[src/core/rst_clk_regs.vh]
`ifndef RST_CLK_REGS_VH
`define RST_CLK_REGS_VH

// Register byte offsets on the 32-bit Avalon-MM slave.
`define REG_SOURCE_ENABLE 4'h0
`define REG_CONTROL 4'h4
`define REG_CLOCK_SELECT 4'h8
`define REG_STATUS 4'hc

// Source enable register fields.
`define EN_WATCHDOG 0
`define EN_MISSING_CLOCK 1
`define EN_COMPARATOR 2
`define EN_SOFTWARE 3
`define EN_CONVERSION_START 4
`define EN_WIDTH 5
`define EN_RESET_VALUE 5'h1f

// Control register fields.
`define CTL_SOFTWARE_RESET 0
`define CTL_WATCHDOG_LOCK 1

// Clock select register field.
`define CLK_EXTERNAL 0
`define CLK_RESET_VALUE 1'b0

// Status register fields: reset cause flags, then live state.
`define ST_CAUSE_SUPPLY 0
`define ST_CAUSE_WATCHDOG 1
`define ST_CAUSE_MISSING_CLOCK 2
`define ST_CAUSE_COMPARATOR 3
`define ST_CAUSE_SOFTWARE 4
`define ST_CAUSE_CONVERSION_START 5
`define ST_CAUSE_PIN 6
`define ST_CAUSE_POWER_ON 7
`define CAUSE_WIDTH 8
`define ST_CLOCK_EXTERNAL 8
`define ST_WATCHDOG_LOCKED 9
`define ST_MONITOR_ENABLED 10

// Timing counts in clock cycles.
`define SYNC_STAGES 2
`define RELEASE_STAGES 2

`endif

[src/core/reset_release_sync.v]
`timescale 1ns/1ps
// Asserts its output at once when the reset input falls and releases it
// only after STAGES clean clock edges.
module reset_release_sync #(
   parameter STAGES = 2
) (
   input wire clk,
   input wire async_rst_n,
   output wire sync_rst_n
);
   reg [STAGES-1:0] chain;

   always @(posedge clk or negedge async_rst_n) begin
      if (!async_rst_n) begin
         chain <= {STAGES{1'b0}};
      end else begin
         chain <= {chain[STAGES-2:0], 1'b1};
      end
   end

   assign sync_rst_n = chain[STAGES-1];
endmodule

[src/core/reset_and_clock_select.v]
`timescale 1ns/1ps
// Operation
// - Eight reset sources, power-on included, merge into one system reset output.
// - External low on reset pin resets; device drives pin during power-on reset.
// - Software disables any source except power-on, supply monitor and reset pin.
// - Supply monitor source is enabled only by its dedicated enable pin.
// - Watchdog lock keeps watchdog enabled until the next power-on reset.
// - Any reset selects the internal oscillator as system clock.
// - Software switches system clock source while running, without reset.
`include "rst_clk_regs.vh"

module reset_and_clock_select #(
   parameter SYNC_STAGES = `SYNC_STAGES,
   parameter RELEASE_STAGES = `RELEASE_STAGES
) (
   input wire CLK,
   input wire RST_N,
   input wire [3:0] ADDRESS,
   input wire READ,
   input wire WRITE,
   input wire [3:0] BYTEENABLE,
   input wire [31:0] WRITEDATA,
   output reg [31:0] READDATA,
   output reg WAITREQUEST,
   input wire SUPPLY_MONITOR_ENABLE_PIN,
   input wire SUPPLY_LOW,
   input wire WATCHDOG_EXPIRED,
   input wire MISSING_CLOCK,
   input wire COMPARATOR_LOW,
   input wire CONVERSION_START_PIN,
   input wire RESET_PIN_IN,
   output reg RESET_PIN_OUT,
   output reg RESET_PIN_OE_N,
   output wire SYS_RST_N,
   output reg CLOCK_SELECT_EXTERNAL
);

   // ****************************************************************
   // Pin synchronisers
   // ****************************************************************
   reg [SYNC_STAGES-1:0] monitor_enable_sync;
   reg [SYNC_STAGES-1:0] supply_low_sync;
   reg [SYNC_STAGES-1:0] conversion_start_sync;
   reg [SYNC_STAGES-1:0] reset_pin_sync;
   reg [SYNC_STAGES-1:0] pin_drive_hist;
   wire monitor_enable;
   wire supply_low;
   wire conversion_start;
   wire reset_pin_low;

   always @(posedge CLK or negedge RST_N) begin
      if (!RST_N) begin
         monitor_enable_sync <= {SYNC_STAGES{1'b0}};
         supply_low_sync <= {SYNC_STAGES{1'b0}};
         conversion_start_sync <= {SYNC_STAGES{1'b0}};
         reset_pin_sync <= {SYNC_STAGES{1'b1}};
         pin_drive_hist <= {SYNC_STAGES{1'b1}};
      end else begin
         monitor_enable_sync <= {monitor_enable_sync[SYNC_STAGES-2:0], SUPPLY_MONITOR_ENABLE_PIN};
         supply_low_sync <= {supply_low_sync[SYNC_STAGES-2:0], SUPPLY_LOW};
         conversion_start_sync <= {conversion_start_sync[SYNC_STAGES-2:0], CONVERSION_START_PIN};
         reset_pin_sync <= {reset_pin_sync[SYNC_STAGES-2:0], RESET_PIN_IN};
         pin_drive_hist <= {pin_drive_hist[SYNC_STAGES-2:0], ~RESET_PIN_OE_N};
      end
   end

   assign monitor_enable = monitor_enable_sync[SYNC_STAGES-1];
   assign supply_low = supply_low_sync[SYNC_STAGES-1];
   assign conversion_start = conversion_start_sync[SYNC_STAGES-1];
   // The pin reads back the device's own drive; that echo is masked for as long
   // as it takes to cross the synchroniser, so it never counts as an external reset.
   assign reset_pin_low = ~reset_pin_sync[SYNC_STAGES-1] & ~pin_drive_hist[SYNC_STAGES-1];

   // ****************************************************************
   // Source combining
   // ****************************************************************
   reg [`EN_WIDTH-1:0] source_enable;
   reg software_reset;
   reg watchdog_lock;
   wire watchdog_enabled;
   wire [`CAUSE_WIDTH-1:0] cause_now;
   wire any_source;
   wire combined_rst_n;
   wire sys_rst_n;

   assign watchdog_enabled = source_enable[`EN_WATCHDOG] | watchdog_lock;
   assign cause_now[`ST_CAUSE_SUPPLY] = monitor_enable & supply_low;
   assign cause_now[`ST_CAUSE_WATCHDOG] = watchdog_enabled & WATCHDOG_EXPIRED;
   assign cause_now[`ST_CAUSE_MISSING_CLOCK] = source_enable[`EN_MISSING_CLOCK] & MISSING_CLOCK;
   assign cause_now[`ST_CAUSE_COMPARATOR] = source_enable[`EN_COMPARATOR] & COMPARATOR_LOW;
   assign cause_now[`ST_CAUSE_SOFTWARE] = source_enable[`EN_SOFTWARE] & software_reset;
   assign cause_now[`ST_CAUSE_CONVERSION_START] = source_enable[`EN_CONVERSION_START] & conversion_start;
   assign cause_now[`ST_CAUSE_PIN] = reset_pin_low;
   assign cause_now[`ST_CAUSE_POWER_ON] = 1'b0;
   assign any_source = |cause_now;
   assign combined_rst_n = RST_N & ~any_source;

   // The release is held off for RELEASE_STAGES edges after the last source clears.
   reset_release_sync #(
      .STAGES(RELEASE_STAGES)
   ) u_release (
      .clk(CLK),
      .async_rst_n(combined_rst_n),
      .sync_rst_n(sys_rst_n)
   );

   assign SYS_RST_N = sys_rst_n;

   // ****************************************************************
   // Reset pin driver
   // ****************************************************************
   // The pin is driven low while power is coming up or the supply is low with the supply monitor enabled.
   always @(posedge CLK or negedge RST_N) begin
      if (!RST_N) begin
         RESET_PIN_OUT <= 1'b0;
         RESET_PIN_OE_N <= 1'b0;
      end else begin
         RESET_PIN_OUT <= 1'b0;
         RESET_PIN_OE_N <= ~cause_now[`ST_CAUSE_SUPPLY];
      end
   end

   // ****************************************************************
   // Avalon-MM slave
   // ****************************************************************
   wire request;
   wire accept;
   wire write_byte0;
   reg in_reset;
   reg [`CAUSE_WIDTH-1:0] reset_cause;

   assign request = READ | WRITE;
   assign accept = request & ~WAITREQUEST;
   assign write_byte0 = accept & WRITE & BYTEENABLE[0];

   function [31:0] read_mux;
      input [3:0] addr;
      input [`EN_WIDTH-1:0] enables;
      input lock;
      input clk_ext;
      input mon_en;
      input [`CAUSE_WIDTH-1:0] cause;
      begin
         read_mux = 32'h0000_0000;
         case (addr)
            `REG_SOURCE_ENABLE: begin
               read_mux[`EN_WIDTH-1:0] = enables;
            end
            `REG_CONTROL: begin
               read_mux[`CTL_WATCHDOG_LOCK] = lock;
            end
            `REG_CLOCK_SELECT: begin
               read_mux[`CLK_EXTERNAL] = clk_ext;
            end
            `REG_STATUS: begin
               read_mux[`CAUSE_WIDTH-1:0] = cause;
               read_mux[`ST_CLOCK_EXTERNAL] = clk_ext;
               read_mux[`ST_WATCHDOG_LOCKED] = lock;
               read_mux[`ST_MONITOR_ENABLED] = mon_en;
            end
            default: begin
               read_mux = 32'h0000_0000;
            end
         endcase
      end
   endfunction

   // Every access completes with waitrequest low on the second edge.
   always @(posedge CLK or negedge RST_N) begin
      if (!RST_N) begin
         WAITREQUEST <= 1'b1;
         READDATA <= 32'h0000_0000;
      end else begin
         WAITREQUEST <= ~(request & WAITREQUEST);
         if (READ & WAITREQUEST) begin
            READDATA <= read_mux(ADDRESS, source_enable, watchdog_lock, CLOCK_SELECT_EXTERNAL,
                                 monitor_enable, reset_cause);
         end
      end
   end

   // ****************************************************************
   // Control registers
   // ****************************************************************
   // Registers reset only on power-on and return to defaults synchronously
   // while the system reset is active, so they never feed their own reset.
   always @(posedge CLK or negedge RST_N) begin
      if (!RST_N) begin
         source_enable <= `EN_RESET_VALUE;
         software_reset <= 1'b0;
         CLOCK_SELECT_EXTERNAL <= `CLK_RESET_VALUE;
      end else if (!sys_rst_n) begin
         source_enable <= `EN_RESET_VALUE;
         software_reset <= 1'b0;
         CLOCK_SELECT_EXTERNAL <= `CLK_RESET_VALUE;
      end else if (write_byte0) begin
         case (ADDRESS)
            `REG_SOURCE_ENABLE: begin
               source_enable <= WRITEDATA[`EN_WIDTH-1:0];
            end
            `REG_CONTROL: begin
               // A request made while the source is disabled is dropped, so that
               // enabling the source later does not replay it.
               software_reset <= WRITEDATA[`CTL_SOFTWARE_RESET] & source_enable[`EN_SOFTWARE];
            end
            `REG_CLOCK_SELECT: begin
               CLOCK_SELECT_EXTERNAL <= WRITEDATA[`CLK_EXTERNAL];
            end
            default: begin
               source_enable <= source_enable;
            end
         endcase
      end
   end

   // The lock can only be set by software and only power-on clears it.
   always @(posedge CLK or negedge RST_N) begin
      if (!RST_N) begin
         watchdog_lock <= 1'b0;
      end else if (write_byte0 && ADDRESS == `REG_CONTROL && WRITEDATA[`CTL_WATCHDOG_LOCK]) begin
         watchdog_lock <= 1'b1;
      end
   end

   // ****************************************************************
   // Reset cause capture
   // ****************************************************************
   // Causes are reloaded at the start of each reset and gathered while it lasts.
   // Software clears flags by writing ones to the status register; a cause
   // present in the same cycle wins.
   always @(posedge CLK or negedge RST_N) begin
      if (!RST_N) begin
         in_reset <= 1'b1;
         reset_cause <= 8'h80;
      end else begin
         in_reset <= ~sys_rst_n;
         if (!sys_rst_n && !in_reset) begin
            reset_cause <= cause_now;
         end else if (!sys_rst_n) begin
            reset_cause <= reset_cause | cause_now;
         end else if (write_byte0 && ADDRESS == `REG_STATUS) begin
            reset_cause <= reset_cause & ~WRITEDATA[`CAUSE_WIDTH-1:0];
         end
      end
   end

endmodule

[config.mk]
export PLATFORM = sky130hd
export DESIGN_NAME = reset_and_clock_select
export DESIGN_NICKNAME = d
export VERILOG_FILES = /design/src/core/reset_release_sync.v /design/src/core/reset_and_clock_select.v
export VERILOG_INCLUDE_DIRS = /design/src /design/src/core
export SDC_FILE = /design/constraint.sdc
export NUM_CORES = 1
export LEC_CHECK = 0
export ABC_AREA = 1
export BUFFER_PORTS_ARGS = -buffer_cell sky130_fd_sc_hd__buf_2
export CAP_MARGIN = 20
export CORE_MARGIN = 3
export CORE_UTILIZATION = 28
export CTS_BUF_LIST = sky130_fd_sc_hd__clkbuf_4 sky130_fd_sc_hd__clkbuf_8
export DETAILED_ROUTE_END_ITERATION = 16
export SYNTH_ARGS = -nofsm -noshare
export SYNTH_HDL_FRONTEND = slang
export SYNTH_SLANG_ARGS = --single-unit
export TNS_END_PERCENT = 100
[constraint.sdc]
create_clock -name CLK -period 0.9 [get_ports CLK]
set_clock_uncertainty 0.2 [all_clocks]
set_input_delay 0.045 -clock CLK [delete_from_list [all_inputs] [get_ports CLK]]
set_output_delay 0.045 -clock CLK [all_outputs]
set_load 0.01 [all_outputs]
Word-level counts from Yosys, hierarchy flattened. Index checks and enable logic that the tools add are counted.

Add/sub/neg operators: 0. Multiply operators: 0. Divide/modulo/power cells: 0. Magnitude comparators: 0. Equality and inequality tests: 8. Shift-type cells: 0. Mux-type cells: 16. Bitwise operators: 27. Reductions and logical operators: 11.

Operator list (count): 8-bit 2-to-1 mux (3); 5-bit 2-to-1 mux (3); 1-bit AND (14); 8-bit AND (1); 4-bit equality test, second input constant (2); 2-bit inequality test, second input constant (4); 1-bit NOT (8); 8-bit NOT (1); 8-bit by 7-bit OR with 8-bit output (1); 7-bit OR reduction (1); 1-bit 2-to-1 mux (6); 6-bit 2-to-1 mux (1); 1-bit one-hot mux with 3 select lines (2); 3-bit one-hot mux with 2 select lines (1); 2-bit AND reduction (3); 4-bit by 3-bit equality test with 1-bit output, second input constant (1); 1-bit logical AND (4); 4-bit logical NOT (1); 3-bit inequality test, second input constant (1); 1-bit logical NOT (2); 1-bit OR (2).

Flip-flop bits (word level): 42. Latch bits: 0. Memory bits (writable): 0. Memory bits (read-only): 0. Input port bits: 51. Output and inout bits: 37. Word-level logic and storage cells: 77. Memories: 0.

Logic depth before layout (Yosys ltp). Gate-level depths: netlist (run 1).

Depth in word-level cells: 8. Mapped depth: 8. Depth with buffers taken out: 8.

Modules after synthesis. A second synthesis (run 1) with hierarchy kept.

Cells, all modules: 233. Area, all modules: 2010.7 sq um.

By module, submodules not included: reset_and_clock_select (instances 1, cells an instance 230, area an instance 1956.9 sq um); reset_release_sync (instances 1, cells an instance 3, area an instance 53.8 sq um).

Worst setup path before layout (run 1). No wires, ideal clock.

Path kind: register to register. From: register WAITREQUEST. To: register READDATA[5]. Library setup time: 76 ps. Arrival time: 1082 ps. Data required time: 624 ps. Path slack: -458 ps. Cell stages (with the launch flop): 5. Buffers on the path: 0. Path through: dfstp_2 nand2_2 nor3_4 inv_2 o21ai_1.

Word-level cells in the longest chain between the ends: 1.

Ends and longest elaborated chain: from (decl) (RTL line reset_and_clock_select.v:24) `output reg WAITREQUEST,`; from (signal assigned) (RTL line reset_and_clock_select.v:174) `WAITREQUEST <= ~(request & WAITREQUEST);`; 1-bit AND (RTL line reset_and_clock_select.v:175) `if (READ & WAITREQUEST) begin`; to (signal assigned) (RTL line reset_and_clock_select.v:176) `READDATA <= read_mux(ADDRESS, source_enable, watchdog_lock, CLOCK_SELECT_EXTERNAL,`; to (decl) (RTL line reset_and_clock_select.v:23) `output reg [31:0] READDATA,`.

Every way passes these cells. A chain may end at the register's enable or synchronous reset.

Worst setup path after layout (run 1).
From: register WAITREQUEST. To: register READDATA[3].

Same word-level chain as after synthesis.

==> results.tsv, run 1 <==
metric	value	unit
leakage	1.49	nW
clk_path_buf_depth	2	
power_density	1540	mW/mm^2
die_height	90.0	um
finalCriticalPeriod	1.37	ns
syn_inst	230	
overflow	0	
grt_pass1_wl	7990	um
vias	1682	
nNetsFinal	371	
antenna_found_initial	0	
r2r-end	READDATA[3]	
routed_wl	4680	um
drtPass1Iterations	4	
post_synth_num_cell_types	27	
pin_count	88	
status	finished, violations left	
drc	0	
r2r_cells	5	
violations	hold timing, setup timing	
coreArea	0.00660	mm^2
dieArea	0.00810	mm^2
antenna_cells	0	
vias_per_cell	4.06	
synth_seq_area_share	0.539	
netlist_top_cells_count	82 x nand2_1, 30 x dfrtp_1, 22 x buf_4, 20 x inv_1, 12 x dfstp_2	
finalMaxSlewViolations	0	
ys_ff_latch	42	
postCtsHoldBufs	9	
critPathRequiredTime	0.91	ns
synth.avg_cell_area	8.60	um^2
grt_use_total	0.123	
rsz0062_at_grt	true	
routabilityCongestion	0.869	
drt-wirelength-per-cell	11.3	um
design_power_total	0.00433	W
synth_edf_count	0	
max-vdd-ir-drop	989	uV
hpwl	3490	um
min_path_type	input port to async pin	
start_kind	flip-flop	
synthFlopType	dfrtp_1	
antenna_left	0	
worstReg2RegStart	WAITREQUEST	
port_buffers	38	
clock-sinks	42	
fmax	0.732	GHz
netlist.area_leader.share	0.380	
cts_buffers	5	
fin_hold_ws	-0.253	ns
die_x	90.0	um
cts_tree	built	
critPathMaxFanout	4	
area_growth	42.0	%
yosys_warnings	0	
async_reset_ff_frac	1.00	
synth_largest_area_cell	dfrtp_1	
reg2reg_setup_slack	-0.47	ns
syn_area	0.00198	mm^2
setup_ws	-0.466	ns
synthTopCellsByArea	dfrtp_1 38%, dfstp_2 16%, nand2_1 16%	
synthMostInstantiatedCell	nand2_1	
endpoint_kind	flip-flop	
fin_crit_sh	1.52	
grt_max_degree	31	
drive_gt1_frac	0.393	
htree_levels	2	
clk_latency	0.29	ns
drt_iter0_drc	83	
placementRows	29	
clkTransAtPathRegs	0.08	ns
start_util	0.299	
grt_pass1_vias	1694	
setup_violations	46	
crit_arrival	1.37	ns
worst-setup-path-type	flip-flop to flip-flop	
drv_cap	0	
clock_tree.root_cell	clkbuf_8	
finalHoldViolCount	18	
layout by cell type, fill, tap and decap left out, types with 4 or more instances in the layout:
| master | n |
|---|---|
| buf_4 | 35 |
| nand2_2 | 7 |
| conb_1 | 23 |
| dlygate4sd3_1 | 9 |
| nand2_4 | 4 |
| dfrtp_1 | 29 |
| buf_6 | 6 |
| clkbuf_8 | 5 |
| inv_1 | 19 |
| o21ai_0 | 6 |
| dfstp_2 | 12 |
| a21oi_1 | 4 |
| o21ai_1 | 8 |
| buf_2 | 35 |
| nand2_1 | 76 |
| nor2_1 | 6 |
| nand3_1 | 8 |
critical path: stages, from the launching register on:
cell	delay (ns)
dfstp_2	0.58
nand2_4	0.07
nor3_4	0.13
buf_4	0.16
nand2_1	0.05
o211ai_1	0.09
flip-flops by register name, summed over array words and instances (netlist names):
signal                 count
CLOCK_SELECT_EXTERNAL      1
READDATA                  11
RESET_PIN_OE_N             1
WAITREQUEST                1
conversion_start_sync      2
in_reset                   1
monitor_enable_sync        2
pin_drive_hist             2
reset_cause                8
reset_pin_sync             2
software_reset             1
source_enable              5
supply_low_sync            2
u_release.chain            2
watchdog_lock              1
report_power, final:
group          switching [W]  total [W]  leakage [nW]  internal [W]
registers          0.0000813    0.00211         0.507       0.00203
logic               0.000374   0.000701         0.928      0.000327
clock network       0.000657    0.00151        0.0548      0.000858
total                0.00111    0.00433          1.49       0.00322
cell type report:
| type | count | area, um^2 |
|---|---|---|
| Multi-Input combinational cell | 163 | 805 |
| Clock buffer | 6 | 76.3 |
| Fill cell | 667 | 3800 |
| Inverter | 22 | 90.1 |
| Timing Repair Buffer | 86 | 616 |
| Clock inverter | 2 | 37.5 |
| Tap cell | 93 | 116 |
| Sequential cell | 42 | 1070 |
layer usage:
| layer | routed length, um | up-vias | GRT usage | part of all wire |
|---|---|---|---|---|
| li1 | - | 849 | - | - |
| met1 | 2170 | 768 | 0.165 | 0.47 |
| met2 | 2180 | 59 | 0.195 | 0.47 |
| met3 | 260 | 6 | 0.0376 | 0.056 |
| met4 | 57 | 0 | 0.0306 | 0.012 |
| met5 | 0 | - | 0 | 0 |
how the worst max path moves through the flow:
stage,depth (start not counted),slack (ns),endpoint,from
after floorplan,4,-0.43,READDATA[5],WAITREQUEST
after global placement,4,-0.48,READDATA[7],WAITREQUEST
after detailed placement,4,-0.53,READDATA[7],WAITREQUEST
after CTS,2,-0.45,WAITREQUEST,WAITREQUEST
after global routing,5,-0.56,READDATA[2],WAITREQUEST
final,5,-0.47,READDATA[3],WAITREQUEST
logic make-up (layout without fill, tap and decap cells):
logic type	count (synthesis)	count (layout)	share of synthesized area
DFF	42	42	0.539
and+or+nand+nor	116	117	0.259
buffers and inverters	47	116	0.135
AOI/OAI and AO/OA	23	23	0.0620
other	2	23	0.00380
stage by stage:
stage	std cells	TNS [ns]	area, um^2	setup WS (ns)	utilization
floorplan	251	-10.14	2090	-0.433	-
global placement	383	-12.12	2410	-0.483	0.365
detailed placement	383	-12.83	2410	-0.526	0.365
CTS	411	-14.23	2760	-0.447	0.417
global route	414	-16.84	2810	-0.558	0.425
finish	414	-14.06	2810	-0.466	0.425
repair_timing:
item / 4_1_cts / 5_1_grt
hold endpoints to repair: 66 / 13
setup buffers: 12 / 2
resized for setup: 16 / 13
endpoints found under the setup margin: 46 / 47
cloned: 0 / 1
pin swaps: 4 / 0
(Power assumes the default switching activity.)
==> inputs of run 2 (changes only) <==
--- a/config.mk
+++ b/config.mk
@@ -7,7 +7,7 @@
 export NUM_CORES = 1
 export LEC_CHECK = 0
 export ABC_AREA = 1
-export BUFFER_PORTS_ARGS = -buffer_cell sky130_fd_sc_hd__buf_2
+export BUFFER_PORTS_ARGS = -buffer_cell sky130_fd_sc_hd__buf_4
 export CAP_MARGIN = 20
 export CORE_MARGIN = 3
 export CORE_UTILIZATION = 28
==> run 2 against run 1 <==
Net effect: the run still ends with hold timing, setup timing left; utilization rose by 1.1 points; wire length down 2.5%; highest routed layer unchanged; clock power down 14%; critical path depth down 1; power decreased by 3.9%; sequential power barely moved.
==> results.tsv, run 2 (synthesis gave the netlist of run 1 again) <==
metric	value	unit	change
hp-start	READ		
regArea	0.00107	mm^2	unchanged
utilization	0.436		was 0.425
antenna_left	0		unchanged
nNetsFinal	368		was 371
overflow	0		unchanged
vias_per_cell	4.10		was 4.06
area_growth	45.7	%	was 42.0%
drt_iter0_drc	98		was 83
max-vdd-ir-drop	961	uV	was 989 uV
placementRows	29		unchanged
fin_hold_ws	-0.269	ns	was -0.253 ns
grt_pass1_wl	7870	um	was 7990 um
cp_cell_sequence	nand2_4 -> nor3_4 -> inv_2 -> o21ai_1		was nand2_4 -> nor3_4 -> buf_4 -> nand2_1 -> o211ai_1
vias	1686		was 1682
violations	hold timing, setup timing		unchanged
grt_pass1_vias	1663		was 1694
coreArea	0.00660	mm^2	unchanged
crit_arrival	1.40	ns	was 1.37 ns
worst-setup-path-type	flip-flop to flip-flop		unchanged
p_seq_frac	0.510		was 0.488
regMostFlops	READDATA		unchanged
top_regs	READDATA (11), reset_cause (8), source_enable (5)		unchanged
swShare	0.273		was 0.257
antenna_found_initial	0		unchanged
fmax	0.725	GHz	was 0.732 GHz
setup_violations	46		unchanged
rsz0062_at_grt	true		unchanged
grt_use_total	0.119		was 0.123
dieArea	0.00810	mm^2	unchanged
clk_latency	0.29	ns	about the same
r2r-end	READDATA[9]		was READDATA[3]
die_height	90.0	um	unchanged
port_buffers	38		unchanged
cts_tree	built		unchanged
r2r_cells	4		was 5
min_to	WAITREQUEST		
clock-sinks	42		unchanged
clk_path_buf_depth	2		unchanged
critPathTopFamily	flip-flops		unchanged
final.setup.tns	-14.95	ns	was -14.06 ns
pin_count	88		unchanged
largest_reg_flops	11		unchanged
drt-wirelength-per-cell	11.1	um	was 11.3 um
endpoint_kind	flip-flop		unchanged
drc	0		unchanged
critPathMaxFanout	6		was 4
worstReg2RegStart	WAITREQUEST		unchanged
p_int	0.00302	W	was 0.00322 W
cts_buffers	5		unchanged
holdPathStages	2		
clkTransAtPathRegs	0.08	ns	about the same
drv_cap	0		unchanged
die_x	90.0	um	unchanged
antenna_cells	0		unchanged
drive_gt1_frac	0.368		was 0.393
multiInputGateArea	772	um^2	was 805 um^2
start_util	0.299		unchanged
setup_ws	-0.480	ns	was -0.466 ns
htree_levels	2		unchanged
finalCriticalPeriod	1.38	ns	was 1.37 ns
reg2reg_setup_slack	-0.48	ns	was -0.47 ns
routed_wl	4560	um	was 4680 um
postCtsHoldBufs	9		unchanged
routabilityCongestion	0.871		was 0.869
leakage	1.48	nW	was 1.49 nW
start_kind	flip-flop		unchanged
min_path_type	input port to flip-flop		was input port to async pin
critPathRequiredTime	0.92	ns	was 0.91 ns
hpwl	3490	um	about the same
layout_common_cells	78 x nand2_1, 55 x buf_4, 29 x dfrtp_1, 23 x conb_1		was 76 x nand2_1, 35 x buf_2, 35 x buf_4, 29 x dfrtp_1, 23 x conb_1
grt_max_degree	24		was 31
fin_crit_sh	1.53		was 1.52
power_frac_clock	0.312		was 0.350
clock_tree.root_cell	clkbuf_8		unchanged
power_density	1440	mW/mm^2	was 1540 mW/mm^2
nFillCells	671		was 667
finalMaxSlewViolations	0		unchanged
final_common_cell	nand2_1		unchanged
finalHoldViolCount	26		was 18
drtPass1Iterations	4		unchanged
status	finished, violations left		unchanged
path_buf_inv	1		unchanged
combPwrFrac	0.178		was 0.162
cp_slowest_cell	dfstp_2		unchanged
critPathMaxStageDelay	0.57	ns	was 0.58 ns
p_sw	0.00113	W	was 0.00111 W
[run 2: cell count changes in the layout (fill, tap and decap cells not counted), moves of 2 or more]
| cell | before | now |
|---|---|---|
| buf_2 | 35 | 0 |
| nand2_1 | 76 | 78 |
| or2_1 | 1 | 3 |
| nand2_4 | 4 | 2 |
| buf_6 | 6 | 19 |
| o21ai_1 | 8 | 4 |
| buf_4 | 35 | 55 |
| o21ai_0 | 6 | 10 |
| or2_4 | 2 | 0 |
[run 2: worst reg2reg max path, delay by kind of cell, from the launching register on]
family          cells  cell delay (ns)
flops               1             0.57
simple gates        2             0.31
compound gates      1             0.13
buf+inv             1             0.09
[run 2: how the worst max path moves through the flow]
stage / depth (start not counted) / startpoint / end
finish: 4 / WAITREQUEST / READDATA[9]
global route: 4 / WAITREQUEST / READDATA[5]
floorplan: 4 / WAITREQUEST / READDATA[5]
global placement: 4 / WAITREQUEST / READDATA[7]
detailed placement: 4 / WAITREQUEST / READDATA[7]
CTS: 4 / WAITREQUEST / READDATA[7]
[run 2: per-layer routing]
layer / wire, um / GRT usage / vias up
li1: - / - / 844
met1: 2040 / 0.160 / 774
met2: 2170 / 0.187 / 62
met3: 305 / 0.0351 / 6
met4: 37 / 0.0293 / 0
met5: 0 / 0 / -
[run 2: power groups by stage]
| stage | Sequential, W | Combinational (W) | Clock [W] |
|---|---|---|---|
| floorplan | 0.00214 | 0.000360 | 0 |
| global placement | 0.00215 | 0.000624 | 0 |
| detailed placement | 0.00215 | 0.000632 | 0 |
| CTS | 0.00212 | 0.000734 | 0.00133 |
| global route | 0.00214 | 0.000827 | 0.00141 |
| finish | 0.00212 | 0.000740 | 0.00130 |
[run 2: layout make-up]
class,instances,area share
inverter,22,0.0321
multi-input combinational,162,0.268
clock inverter,2,0.00434
sequential,42,0.371
tap,93,0.0404
timing repair buffer,84,0.256
clock buffer,6,0.0287
[run 2: timing repair]
item | in CTS | in global routing
hold endpoints to repair | 72 | 15
pin swaps | 5 | 7
gates resized for setup | 26 | 5
setup buffers | 11 | 2
setup endpoints to repair | 46 | 46
[run 2: through the flow]
step | cell area, um^2 | cells | hold slack, ns | power [W] | setup slack (ns)
floorplan | 2090 | 251 | -0.451 | 0.00250 | -0.433
global placement | 2500 | 382 | -0.198 | 0.00277 | -0.494
detailed placement | 2500 | 382 | -0.196 | 0.00278 | -0.521
CTS | 2850 | 410 | -0.275 | 0.00418 | -0.488
global route | 2880 | 411 | -0.270 | 0.00438 | -0.593
finish | 2880 | 411 | -0.269 | 0.00416 | -0.480
==> inputs of run 3 (changes only) <==
--- a/config.mk
+++ b/config.mk
@@ -15,5 +15,6 @@
 export DETAILED_ROUTE_END_ITERATION = 16
 export SYNTH_ARGS = -nofsm -noshare
 export SYNTH_HDL_FRONTEND = slang
+export SYNTH_HIERARCHICAL = 1
 export SYNTH_SLANG_ARGS = --single-unit
 export TNS_END_PERCENT = 100
==> run 3 against run 2 <==
Net effect: sequential share of layout area down 2.9 points; largest power group unchanged; clock power down 4%; synthesized area up 1.7%; count of clock-buffer cells in the layout up 1; synthesized cell count up 1.3%; the run still ends with hold timing, setup timing left; critical path type is now flip-flop to output port; cell count up 3.6%; via count up 3.6%.
==> results.tsv, run 3 <==
metric	value	unit	change
placed_area	0.00253	mm^2	was 0.00250 mm^2
die_x	90.7	um	was 90.0 um
critPathMaxFanout	3		was 6
port_buffers	38		unchanged
htree_levels	2		unchanged
synthMostInstantiatedCell	nand2_1		unchanged
antenna_found_initial	0		unchanged
grt_pass1_wl	8300	um	was 7870 um
synth.avg_cell_area	8.63	um^2	was 8.60 um^2
start_util	0.293		was 0.299
routabilityCongestion	0.827		was 0.871
rsz0062_at_grt	true		unchanged
finalMaxSlewViolations	0		unchanged
critPathTopFamily	flip-flops		unchanged
pin_count	88		unchanged
synthFlopType	dfrtp_1		unchanged
min_path_type	input port to async pin		was input port to flip-flop
max-vdd-ir-drop	816	uV	was 961 uV
cp_slowest_cell	dfstp_2		unchanged
fin_area	0.00313	mm^2	was 0.00288 mm^2
antenna_left	0		unchanged
grt_use_total	0.127		was 0.119
netlist.area_leader.share	0.373		was 0.380
critPathRequiredTime	0.65	ns	was 0.92 ns
crit_arrival	1.15	ns	was 1.40 ns
postCtsHoldBufs	10		was 9
syn_inst	233		was 230
nNetsFinal	380		was 368
drt_iter0_drc	45		was 98
routed_wl	4890	um	was 4560 um
synth_seq_area_share	0.530		was 0.539
crit_top_cell	buf_6		
netlist_top_cells_count	80 x nand2_1, 30 x dfrtp_1, 22 x buf_4, 21 x inv_1, 14 x o21ai_0		was 82 x nand2_1, 30 x dfrtp_1, 22 x buf_4, 20 x inv_1, 12 x dfstp_2
path_buf_inv	3		was 1
vias	1747		was 1686
cts_tree	built		unchanged
power_density	1370	mW/mm^2	was 1440 mW/mm^2
top_layer	met4		unchanged
wl_met1	2160	um	was 2040 um
start_kind	flip-flop		unchanged
area_growth	55.4	%	was 45.7%
yosys_warnings	6		was 0
cts_buffers	5		unchanged
overflow	0		unchanged
clk_path_buf_depth	2		unchanged
final.setup.tns	-15.34	ns	was -14.95 ns
wl_met2	2410	um	was 2170 um
status	finished, violations left		unchanged
antenna_cells	0		unchanged
fin_hold_ws	-0.314	ns	was -0.269 ns
hpwl	3500	um	was 3490 um
leakage	1.58	nW	was 1.48 nW
synth_edf_count	0		unchanged
grt_pass1_vias	1822		was 1663
top_regs	READDATA (11), reset_cause (8), source_enable (5)		unchanged
critPathMaxStageDelay	0.57	ns	about the same
drc	0		unchanged
drive_gt1_frac	0.461		was 0.368
drtPass1Iterations	4		unchanged
placementRows	30		was 29
worst-setup-path-type	flip-flop to output port		was flip-flop to flip-flop
endpoint_kind	output port		was flip-flop
largest_reg_flops	11		unchanged
synth_largest_area_cell	dfrtp_1		unchanged
ys_ff_latch	42		unchanged
fin_crit_sh	1.56		was 1.53
finalCriticalPeriod	1.40	ns	was 1.38 ns
final_common_cell	nand2_1		unchanged
regMostFlops	READDATA		unchanged
violations	hold timing, setup timing		unchanged
clock_tree.root_cell	clkbuf_8		unchanged
syn_area	0.00201	mm^2	was 0.00198 mm^2
utilization	0.455		was 0.436
fmax	0.714	GHz	was 0.725 GHz
drv_cap	0		unchanged
async_reset_ff_frac	1.00		unchanged
clock-sinks	42		unchanged
setup_ws	-0.500	ns	was -0.480 ns
coreArea	0.00687	mm^2	was 0.00660 mm^2
dieArea	0.00823	mm^2	was 0.00810 mm^2
clkTransAtPathRegs	0.08	ns	about the same
met3_wirelength	227	um	was 305 um
cp_cell_sequence	buf_4 -> buf_6 -> buf_6		was nand2_4 -> nor3_4 -> inv_2 -> o21ai_1
synthTopCellsByArea	dfrtp_1 37%, dfstp_2 16%, nand2_1 15%		was dfrtp_1 38%, dfstp_2 16%, nand2_1 16%
drt-wirelength-per-cell	11.5	um	was 11.1 um
die_height	90.7	um	was 90.0 um
vias_per_cell	4.10		about the same
setup_violations	45		was 46
grt_max_degree	29		was 24
finalHoldViolCount	23		was 26
clk_latency	0.30	ns	was 0.29 ns
layout_common_cells	62 x nand2_1, 50 x buf_4, 28 x dfrtp_1, 28 x buf_6, 23 x conb_1		was 78 x nand2_1, 55 x buf_4, 29 x dfrtp_1, 23 x conb_1
post_synth_num_cell_types	24		was 27
run 3: cells by family (layout without fill, tap and decap cells):
logic type / Yosys count / in the layout / share of synthesized area
simple gates: 119 / 120 / 0.274
buf+inv: 48 / 123 / 0.138
flops: 42 / 42 / 0.530
compound gates: 22 / 22 / 0.0548
other cells: 2 / 23 / 0.00374
run 3: layer usage:
| metal | vias up | GRT usage |
|---|---|---|
| li1 | 872 | - |
| met4 | 0 | 0.0612 |
| met5 | - | 0 |
| met2 | 52 | 0.217 |
| met3 | 9 | 0.0300 |
| met1 | 814 | 0.149 |
run 3: path summary, 6_finish.rpt:
| kind | depth (start not counted) | to | start | slack [ns] |
|---|---|---|---|---|
| max in group asynchronous | 4 | u_release/chain[1] | source_enable[1] | -0.01 |
| min in group CLK | 3 | source_enable[3] | WRITEDATA[3] | -0.22 |
| hold / removal | 5 | u_release/chain[1] | WATCHDOG_EXPIRED | -0.31 |
| setup / recovery | 3 | WAITREQUEST | WAITREQUEST | -0.50 |
| setup reg to reg | 7 | READDATA[2] | WAITREQUEST | -0.50 |
| hold reg to reg | 0 | reset_pin_sync[1] | reset_pin_sync[0] | 0.16 |
run 3: stage by stage:
step                power [W]  cells  worst slack (ns)
floorplan             0.00250    254            -0.398
global placement      0.00278    388            -0.443
detailed placement    0.00280    388            -0.482
CTS                   0.00426    422            -0.475
global route          0.00450    426            -0.579
finish                0.00427    426            -0.500
run 3: what timing repair did:
action,in CTS,in global routing
resized for setup,61,21
cloned,3,0
setup endpoints to repair,46,47
pin swaps,19,17
buffers inserted,14,6
endpoints found under the hold margin,64,20
run 3: final cells by class:
class / instances / area, um^2
fill: 685 / 3740
clock buffer: 7 / 83.8
timing repair buffer: 91 / 846
tap: 96 / 120
clock inverter: 1 / 7.51
timing repair inverter: 1 / 8.76
sequential: 42 / 1070
inverter: 23 / 93.8
multi-input combinational: 165 / 897
run 3: worst min-delay path: cells and delay by family:
family / cells / cell delay (ns)
AND/OR/NAND/NOR: 2 / 0.21
AO/OA/AOI/OAI: 1 / 0.05
buffers and inverters: 2 / 0.23
run 3: report_power, final:
group	internal, W	switching [W]
combinational	0.000467	0.000442
clock	0.000609	0.000641
sequential	0.00203	0.0000767
